==> src/dac_rx_regs.svh <==
`ifndef DAC_RX_REGS_SVH
`define DAC_RX_REGS_SVH

// ----------------------------------------------------------------------
// register offsets (7-bit serial address)
// ----------------------------------------------------------------------
`define OFS_SYNC_PIN_FUNCTION   7'h07
`define OFS_RESERVED_FIXED      7'h08
`define OFS_LOOP_CONTROL        7'h0A
`define OFS_LOOP_TIMING         7'h0B
`define OFS_DELAY_LIMITS        7'h0C
`define OFS_DUTY_CORRECTION     7'h0D
`define OFS_LOOP_STATE          7'h0E

// ----------------------------------------------------------------------
// reset values
// ----------------------------------------------------------------------
`define RST_SYNC_PIN_FUNCTION   8'h00
`define RST_RESERVED_FIXED      8'h58
`define RST_LOOP_CONTROL        8'h40
`define RST_LOOP_TIMING         8'h29
`define RST_DELAY_LIMITS        8'h23
`define RST_DUTY_CORRECTION     8'h04

// ----------------------------------------------------------------------
// writable bit masks
// ----------------------------------------------------------------------
`define WMASK_SYNC_PIN_FUNCTION 8'hC3
`define WMASK_LOOP_CONTROL      8'hFF
`define WMASK_LOOP_TIMING       8'hFF
`define WMASK_DELAY_LIMITS      8'hFF
`define WMASK_DUTY_CORRECTION   8'h07

// ----------------------------------------------------------------------
// field positions
// ----------------------------------------------------------------------
`define PIN_PARITY_ACTIVE_BIT   5
`define PIN_FRAMING_ACTIVE_BIT  4
`define PIN_ROLE_NONE           2'h0
`define PIN_ROLE_PARITY         2'h1
`define PIN_ROLE_FRAME          2'h2
`define CTL_LOOP_ENABLE_BIT     7
`define CTL_DUTY_ENABLE_BIT     6
`define TIM_WARN_CLEAR_BIT      7
`define TIM_LONG_DELAY_BIT      6
`define PARITY_TYPE_NONE        2'h0

// ----------------------------------------------------------------------
// serial frame timing
// ----------------------------------------------------------------------
`define SER_HEAD_LAST_BIT       4'h7
`define SER_FRAME_LAST_BIT      4'hF

`endif

==> src/dac_rx_pkg.sv <==
package dac_rx_pkg;

  // serial port sequencer, gray coded along idle-head-data-end
  typedef enum logic [1:0] {
    SER_IDLE = 2'b00,
    SER_HEAD = 2'b01,
    SER_DATA = 2'b11,
    SER_END  = 2'b10
  } ser_state_t;

endpackage : dac_rx_pkg

==> src/dac_data_receiver_dll_control.sv <==
`timescale 1ns/100ps
`include "dac_rx_regs.svh"
// Summary of operation
// - pin function field [1:0]: none, parity, frame; 3 reserved; resets 0.
// - bit 5 reads 1 when pin is parity, parity check is enabled and a parity type is selected.
// - bit 4 reads 1 when pin is frame and pin framing is enabled.
// - control 0 bit 7 enables delay loop; resets off.
// - control 0 bit 6 enables duty-cycle correction; resets on.
// - control 0 [3:0] signed-magnitude phase offset in 11.25 degree steps.
// - writing 1 to control 1 bit 7 clears the latched loop warning.
// - control 1 bit 6 picks long lock delay when 1, short when 0.
// - control 1 [5:4] picks controller clock divide 4, 16, 64, 512; resets 2.
// - control 1 [3:0] sets nominal middle delay tap; resets 9.
// - control 2 bit 6 turns forwarded clock driver on; resets off.
// - control 2 [5:3] maximum delay line length; resets 4.
// - control 2 [2:0] minimum delay line length; resets 3.
// - control 3 [2:1] duty-correction bandwidth; resets 2; [7:3] read zero.
// - control registers 0x0A to 0x0D reset to 0x40, 0x29, 0x23, 0x04.
// - loop warning reads 1 once the loop nears either end of delay line.
// - framing enable input gates frame-mode usage of the pin.
module dac_data_receiver_dll_control (
  input  wire logic       clock,
  input  wire logic       rst_n,
  input  wire logic       ser_cs_n,
  input  wire logic       ser_clk,
  input  wire logic       ser_din,
  output logic            ser_dout,
  output logic            ser_dout_oe,
  input  wire logic       parity_check_en,
  input  wire logic [1:0] parity_type,
  input  wire logic       pin_framing_en,
  input  wire logic       loop_locked,
  input  wire logic       loop_near_edge,
  input  wire logic       loop_at_start,
  input  wire logic       loop_at_end,
  input  wire logic       loop_correct_phase,
  input  wire logic       incoming_data_clock_on,
  input  wire logic       loop_lock_phase,
  input  wire logic       loop_running,
  output logic [1:0]      pin_role,
  output logic            parity_role_active,
  output logic            framing_role_active,
  output logic            loop_enable,
  output logic            duty_correction_enable,
  output logic [3:0]      phase_offset,
  output logic            warn_clear_pulse,
  output logic            lock_delay_long,
  output logic [1:0]      controller_clock_div,
  output logic [3:0]      delay_middle,
  output logic            forwarded_data_clock_en,
  output logic [2:0]      delay_max,
  output logic [2:0]      delay_min,
  output logic [1:0]      duty_bandwidth,
  output logic            loop_warning
);
  import dac_rx_pkg::*;

  // ----------------------------------------------------------------------
  // input synchronisers
  // ----------------------------------------------------------------------
  localparam int NSYNC = 11;
  logic [NSYNC-1:0] async_in;
  logic [NSYNC-1:0] sync1_reg;
  logic [NSYNC-1:0] sync2_reg;
  logic             clk_dly_reg;

  assign async_in = {ser_cs_n, ser_clk, ser_din, loop_locked, loop_near_edge,
                     loop_at_start, loop_at_end, loop_correct_phase,
                     incoming_data_clock_on, loop_lock_phase, loop_running};

  // two flops per asynchronous input
  genvar gi;
  generate
    for (gi = 0; gi < NSYNC; gi++) begin : g_sync
      always_ff @(posedge clock or negedge rst_n) begin
        if (!rst_n) begin
          sync1_reg[gi] <= (gi == NSYNC - 1); // chip select idles high
          sync2_reg[gi] <= (gi == NSYNC - 1);
        end else begin
          sync1_reg[gi] <= async_in[gi];
          sync2_reg[gi] <= sync1_reg[gi];
        end
      end
    end
  endgenerate

  // delayed serial clock for edge detection
  always_ff @(posedge clock or negedge rst_n) begin
    if (!rst_n) begin
      clk_dly_reg <= 1'b0;
    end else begin
      clk_dly_reg <= sync2_reg[9];
    end
  end

  logic cs_n_s;
  logic sclk_rise;
  logic sclk_fall;
  logic din_s;
  logic [7:0] loop_state_s;

  assign cs_n_s       = sync2_reg[10];
  assign sclk_rise    = sync2_reg[9] & ~clk_dly_reg;
  assign sclk_fall    = ~sync2_reg[9] & clk_dly_reg;
  assign din_s        = sync2_reg[8];
  assign loop_state_s = sync2_reg[7:0];

  // ----------------------------------------------------------------------
  // helper functions
  // ----------------------------------------------------------------------
  // merge written bits under a mask, keep the rest
  function automatic logic [7:0] merge_bits(input logic [7:0] old_v,
                                            input logic [7:0] new_v,
                                            input logic [7:0] mask);
    merge_bits = (old_v & ~mask) | (new_v & mask);
  endfunction : merge_bits

  // ----------------------------------------------------------------------
  // serial port sequencer
  // ----------------------------------------------------------------------
  ser_state_t  state_reg, state_next;
  logic [3:0]  cnt_reg, cnt_next;
  logic [7:0]  sh_in_reg, sh_in_next;
  logic [7:0]  sh_out_reg, sh_out_next;
  logic        rd_reg, rd_next;
  logic [6:0]  addr_reg, addr_next;
  logic        dout_reg, dout_next;
  logic        dout_oe_reg, dout_oe_next;
  logic        wr_strobe;
  logic [7:0]  wr_data;
  logic [7:0]  rd_data;

  assign wr_data = {sh_in_reg[6:0], din_s};

  // next state of the serial frame: rw bit, 7 address bits, 8 data bits
  always_comb begin
    state_next   = state_reg;
    cnt_next     = cnt_reg;
    sh_in_next   = sh_in_reg;
    sh_out_next  = sh_out_reg;
    rd_next      = rd_reg;
    addr_next    = addr_reg;
    dout_next    = dout_reg;
    dout_oe_next = dout_oe_reg;
    wr_strobe    = 1'b0;
    case (state_reg)
      SER_IDLE: begin
        cnt_next     = 4'h0;
        dout_oe_next = 1'b0;
        if (!cs_n_s) begin
          state_next = SER_HEAD;
        end
      end
      SER_HEAD: begin
        if (sclk_rise) begin
          sh_in_next = {sh_in_reg[6:0], din_s};
          cnt_next   = cnt_reg + 4'h1;
          if (cnt_reg == `SER_HEAD_LAST_BIT) begin
            rd_next     = sh_in_reg[6];
            addr_next   = {sh_in_reg[5:0], din_s};
            sh_out_next = 8'h00;
            state_next  = SER_DATA;
          end
        end
      end
      SER_DATA: begin
        if (cnt_reg == 4'h8 && rd_reg && sh_out_reg == 8'h00 &&
            !dout_oe_reg) begin
          sh_out_next = rd_data;
        end
        if (sclk_fall && rd_reg) begin
          dout_next    = sh_out_reg[7];
          dout_oe_next = 1'b1;
          sh_out_next  = {sh_out_reg[6:0], 1'b0};
        end
        if (sclk_rise) begin
          sh_in_next = {sh_in_reg[6:0], din_s};
          cnt_next   = cnt_reg + 4'h1;
          if (cnt_reg == `SER_FRAME_LAST_BIT) begin
            wr_strobe  = ~rd_reg;
            state_next = SER_END;
          end
        end
      end
      SER_END: begin
        if (sclk_fall) begin
          dout_oe_next = 1'b0;
        end
      end
      default: begin
        state_next = SER_IDLE;
      end
    endcase
    if (cs_n_s) begin
      state_next   = SER_IDLE;
      dout_oe_next = 1'b0;
    end
  end

  // serial port registers
  always_ff @(posedge clock or negedge rst_n) begin
    if (!rst_n) begin
      state_reg   <= SER_IDLE;
      cnt_reg     <= 4'h0;
      sh_in_reg   <= 8'h00;
      sh_out_reg  <= 8'h00;
      rd_reg      <= 1'b0;
      addr_reg    <= 7'h00;
      dout_reg    <= 1'b0;
      dout_oe_reg <= 1'b0;
    end else begin
      state_reg   <= state_next;
      cnt_reg     <= cnt_next;
      sh_in_reg   <= sh_in_next;
      sh_out_reg  <= sh_out_next;
      rd_reg      <= rd_next;
      addr_reg    <= addr_next;
      dout_reg    <= dout_next;
      dout_oe_reg <= dout_oe_next;
    end
  end

  assign ser_dout    = dout_reg;
  assign ser_dout_oe = dout_oe_reg;

  // ----------------------------------------------------------------------
  // register bank
  // ----------------------------------------------------------------------
  logic [7:0] pin_fn_reg,  pin_fn_next;
  logic [7:0] ctl0_reg,    ctl0_next;
  logic [7:0] ctl1_reg,    ctl1_next;
  logic [7:0] ctl2_reg,    ctl2_next;
  logic [7:0] ctl3_reg,    ctl3_next;
  logic       warn_reg,    warn_next;
  logic       clr_reg,     clr_next;
  logic       par_reg,     par_next;
  logic       frm_reg,     frm_next;

  // write decode and derived status
  always_comb begin
    pin_fn_next = pin_fn_reg;
    ctl0_next   = ctl0_reg;
    ctl1_next   = ctl1_reg;
    ctl2_next   = ctl2_reg;
    ctl3_next   = ctl3_reg;
    clr_next    = 1'b0;
    if (wr_strobe) begin
      case (addr_reg)
        `OFS_SYNC_PIN_FUNCTION: pin_fn_next = merge_bits(pin_fn_reg,
                          wr_data, `WMASK_SYNC_PIN_FUNCTION);
        `OFS_LOOP_CONTROL:    ctl0_next = merge_bits(ctl0_reg, wr_data,
                                   `WMASK_LOOP_CONTROL);
        `OFS_LOOP_TIMING: begin
          ctl1_next = merge_bits(ctl1_reg, wr_data,
                                 `WMASK_LOOP_TIMING);
          clr_next  = wr_data[`TIM_WARN_CLEAR_BIT];
        end
        `OFS_DELAY_LIMITS:    ctl2_next = merge_bits(ctl2_reg, wr_data,
                                   `WMASK_DELAY_LIMITS);
        `OFS_DUTY_CORRECTION: ctl3_next = merge_bits(ctl3_reg, wr_data,
                                   `WMASK_DUTY_CORRECTION);
        default: begin
        end
      endcase
    end
    // latch warning, set wins over clear
    warn_next = (warn_reg & ~clr_next) | loop_state_s[6];
    par_next  = (pin_fn_next[1:0] == `PIN_ROLE_PARITY) && parity_check_en &&
                (parity_type != `PARITY_TYPE_NONE);
    frm_next  = (pin_fn_next[1:0] == `PIN_ROLE_FRAME) &&
                pin_framing_en;
  end

  // register bank flops
  always_ff @(posedge clock or negedge rst_n) begin
    if (!rst_n) begin
      pin_fn_reg <= `RST_SYNC_PIN_FUNCTION;
      ctl0_reg   <= `RST_LOOP_CONTROL;
      ctl1_reg   <= `RST_LOOP_TIMING;
      ctl2_reg   <= `RST_DELAY_LIMITS;
      ctl3_reg   <= `RST_DUTY_CORRECTION;
      warn_reg   <= 1'b0;
      clr_reg    <= 1'b0;
      par_reg    <= 1'b0;
      frm_reg    <= 1'b0;
    end else begin
      pin_fn_reg <= pin_fn_next;
      ctl0_reg   <= ctl0_next;
      ctl1_reg   <= ctl1_next;
      ctl2_reg   <= ctl2_next;
      ctl3_reg   <= ctl3_next;
      warn_reg   <= warn_next;
      clr_reg    <= clr_next;
      par_reg    <= par_next;
      frm_reg    <= frm_next;
    end
  end

  // read multiplexer, unmapped addresses read zero
  always_comb begin
    case (addr_reg)
      `OFS_SYNC_PIN_FUNCTION: rd_data = {pin_fn_reg[7:6], par_reg, frm_reg,
                                         2'b00, pin_fn_reg[1:0]};
      `OFS_RESERVED_FIXED:  rd_data = `RST_RESERVED_FIXED;
      `OFS_LOOP_CONTROL:    rd_data = ctl0_reg;
      `OFS_LOOP_TIMING:     rd_data = ctl1_reg;
      `OFS_DELAY_LIMITS:    rd_data = ctl2_reg;
      `OFS_DUTY_CORRECTION: rd_data = {5'b00000, ctl3_reg[2:0]};
      `OFS_LOOP_STATE:      rd_data = {loop_state_s[7], warn_reg,
                                       loop_state_s[5:0]};
      default:              rd_data = 8'h00;
    endcase
  end

  // ----------------------------------------------------------------------
  // control outputs, all straight from flops
  // ----------------------------------------------------------------------
  assign pin_role                = pin_fn_reg[1:0];
  assign parity_role_active      = par_reg;
  assign framing_role_active     = frm_reg;
  assign loop_enable             = ctl0_reg[`CTL_LOOP_ENABLE_BIT];
  assign duty_correction_enable  = ctl0_reg[`CTL_DUTY_ENABLE_BIT];
  assign phase_offset            = ctl0_reg[3:0];
  assign warn_clear_pulse        = clr_reg;
  assign lock_delay_long         = ctl1_reg[`TIM_LONG_DELAY_BIT];
  assign controller_clock_div    = ctl1_reg[5:4];
  assign delay_middle            = ctl1_reg[3:0];
  assign forwarded_data_clock_en = ctl2_reg[6];
  assign delay_max               = ctl2_reg[5:3];
  assign delay_min               = ctl2_reg[2:0];
  assign duty_bandwidth          = ctl3_reg[2:1];
  assign loop_warning            = warn_reg;

endmodule : dac_data_receiver_dll_control

==> config.mk <==
export PLATFORM = sky130hd
export DESIGN_NAME = dac_data_receiver_dll_control
export DESIGN_NICKNAME = d
export VERILOG_FILES = /design/src/dac_rx_pkg.sv /design/src/dac_data_receiver_dll_control.sv
export VERILOG_INCLUDE_DIRS = /design/src
export SDC_FILE = /design/constraint.sdc
export NUM_CORES = 1
export LEC_CHECK = 0
export BUFFER_PORTS_ARGS = -buffer_cell sky130_fd_sc_hd__clkbuf_2
export CAP_MARGIN = 15
export CORE_AREA = 4 4 92 94
export CTS_CLUSTER_SIZE = 30
export DETAILED_ROUTE_END_ITERATION = 7
export DIE_AREA = 0 0 96 98
export PLACE_DENSITY = 0.74
export SLEW_MARGIN = 20
export SYNTH_ARGS = -nofsm -noshare
export SYNTH_HDL_FRONTEND = slang
export SYNTH_SLANG_ARGS = --single-unit
==> constraint.sdc <==
create_clock -name clock -period 3.4 [get_ports clock]
set_input_delay 0.51 -clock clock [delete_from_list [all_inputs] [get_ports clock]]
set_output_delay 0.51 -clock clock [all_outputs]
set_load 0.1 [all_outputs]
==> impl_results.md <==
* Area of the placeable core at 7647 um^2
* Summed negative setup slack over all endpoints at 0 ns
* Unrepaired setup endpoints after global routing: false
* Distinct cells, synth at 55
* TritonCTS Buffers at 9
* Total of warnings raised by yosys at 0
* CTS HTree Levels at 3
* Post-CTS Repair Setup Buffers at 0
* ANT cells at 0
* Clock Root Buffer: clkbuf_8
* Max-cap violation count at 0
* Iteration-0 DRC Markers at 186
* Number of primary I/O pins at 47
* Total DRC errors in the routed layout at 0
* GR Overflow Total at 0
* Depth of the most critical reg-to-reg path at 4
* Proportion of register bits with asynchronous set or reset after synthesis at 100.0%
* Summed instance area of the synthesized netlist at 4099 um^2
* Area enclosed by the die boundary at 9408 um^2
* FF-to-FF setup slack at 0.92 ns
* Number of synthesized flops with an enable pin at 0
* Vias at 2579
* # clock sinks at 89
* Maximum clock path buffer count at 2
* Most common cell after layout, fill and taps aside: dfrtp_1
* Mean routed wirelength per cell at 17.46 um
* Worst rel slew slack at 46.94%
* Critical path startpoint category: register
* Critical path peak fanout at 21
* Final design utilization at 58.15%
* Layout cell share with drive strength beyond 1 at 37.78%
* Outcome: complete, no violations
* VDD IR-drop max at 0.3104 mV
* Number of antenna violations at the first check in global routing at 0
* Number of flip-flops under the largest register name at 11
* HPWL Detailed at 5.594 mm
* Finish-stage setup viols at 0
* Most frequent cells in the layout: dfrtp_1 (79), mux2_2 (48), clkbuf_2 (45), nand2_1 (22)
* Data arrival time at the worst-slack endpoint at 2.74 ns
* Final worst clock skew at 0.008707 ns
* Capturing element type of the critical path: register
* Routed wire length at 8.065 mm
* Highest achievable clock rate at 403.8 MHz
* FF-to-FF End: sh_out_reg[0]
* Initial Util at 53.60%
* Area growth from synthesis to final layout at 8.486%
* Type of the tightest min-delay check: in -> async
* Total Nets Final at 378
* DR pass1 iterations at 4
* Count of state elements after synthesis at 89
* Gates resized, CTS repair at 0
* WP data required at 3.66 ns
* Slew at the pin closest to its max-slew limit at 0.7960 ns
* Maximum number of pins on one net before global-route repair at 90
* Number of nets with antenna violations after routing at 0
* Number of placement rows at 32
* Post-DR vias/cell at 5.582
* Via count of the first global-routing pass at 2651
* Period utilisation layout at 72.83%
* Standby leakage power at 2.137 nW
* Final weighted congestion in routability-driven placement at 0.9029
* Global-route wire length before repair at 13.56 mm
* Clock tree from TritonCTS: yes
* Number of buffers added to fix hold violations after cts at 0
* Total routing resource utilization after global routing at 18.68%
* Filler Cell Count at 630
* Worst reg2reg startpoint: addr_reg[2]
* Die X-Extent at 96 um
* Time the worst path needs with I/O delays and setup at 2.476 ns
* Cell count after synthesis at 331
* Sequential area share after synthesis at 54.64%
* Final Hold Fails at 0
* Syn avg cell area at 12.38 um^2
* Clock-pin slew on the worst setup and hold paths at 0.09 ns
* Die H at 98 um
* Clock latency at the later pin of the worst-skew pair at 0.36 ns
* Net count of the mapped netlist at 354
* Post-Place Setup Slack at 1.021 ns
* Worst Path Class, Setup: reg -> reg
* Total of buffers placed on input and output ports at 46
* Pins Over Slew Limit at 0
* Primary FF master, synth: dfrtp_1
* Power density over the cells at 492.5 nW/um^2
* Worst-case setup margin in the final layout at 0.9237 ns
[metal layers]
| metal | part of all wire, % | GRT usage [%] | up-vias |
|---|---|---|---|
| met1 | 46 | 26.47 | 1302 |
| li1 | - | - | 1209 |
| met4 | 0.88 | 5.580 | 0 |
| met3 | 4.3 | 4.160 | 9 |
| met2 | 49 | 28.73 | 59 |
| met5 | 0 | 0 | - |
[critical path, cell delays in order (launching register included)]
cell,delay [ns]
dfrtp_1,0.80
nor2b_1,0.60
o21ai_0,0.18
a311o_2,0.49
o41ai_2,0.31
[logic make-up after synthesis]
family	after synthesis	share of synthesized area, %
adder cells (fa/ha/maj)	6	1.831
multiplexers	53	14.53
XOR/XNOR	2	0.4274
flip-flops	89	54.64
AND/OR/NAND/NOR	81	12.12
AO/OA/AOI/OAI	55	9.921
buffers and inverters	45	6.532
[worst max-delay path by stage]
stage / from / endpoint / slack, ns / depth (start not counted)
2_1_floorplan: ser_dout_oe / sh_out_reg[0] / 1.51 / 5
3_3_place_gp: addr_reg[2] / sh_out_reg[0] / 1.08 / 4
3_5_place_dp: addr_reg[2] / sh_out_reg[0] / 1.02 / 4
4_1_cts: addr_reg[2] / sh_out_reg[0] / 0.95 / 4
5_1_grt: addr_reg[2] / sh_out_reg[5] / 0.74 / 5
6_report: addr_reg[2] / sh_out_reg[0] / 0.92 / 4
[Yosys cell counts, drive strengths merged (4+ instances only)]
cell    instances  area (um^2)
dfrtp          79         1977
mux2           49        555.5
buf            28        203.9
nand2          24        105.1
nor2           16        76.32
o21ai          15        75.07
a22o           12        105.1
inv            11        41.29
dfstp          10        262.8
a21oi           6        30.03
clkbuf          6        22.52
ha              6        75.07
nand2b          6        37.54
nand4           5        31.28
nor3            5        25.02
mux2i           4        40.04
nand3b          4        30.03
nand4b          4        50.05
nor2b           4        25.02
[power breakdown]
part	internal, mW	switching [mW]	total, mW
Combinational	0.107	0.132	0.238
Sequential	1.12	0.0901	1.21
Clock	0.346	0.392	0.738
Total	1.58	0.614	2.19
[through the flow]
stage	hold slack [ns]	instance area, um^2	instances	power (mW)
finish	0.1875	4447	462	2.190
floorplan	0.2144	4099	331	1.380
CTS	0.2218	4443	462	2.209
global route	0.2186	4447	462	2.299
global placement	0.3327	4240	446	1.463
detailed placement	0.3347	4240	446	1.474
[cell type report]
class	count	area [um^2]	area share, %
flip-flops and latches	89	2240	50.37
multi-input cells	197	1592	35.79
repair buffers	47	244.0	5.487
well taps	102	127.6	2.870
clock buffers	9	123.9	2.786
clock inverters	7	78.83	1.773
inverters	11	41.29	0.9285
Note: power is estimated with default switching activity, not from simulation.
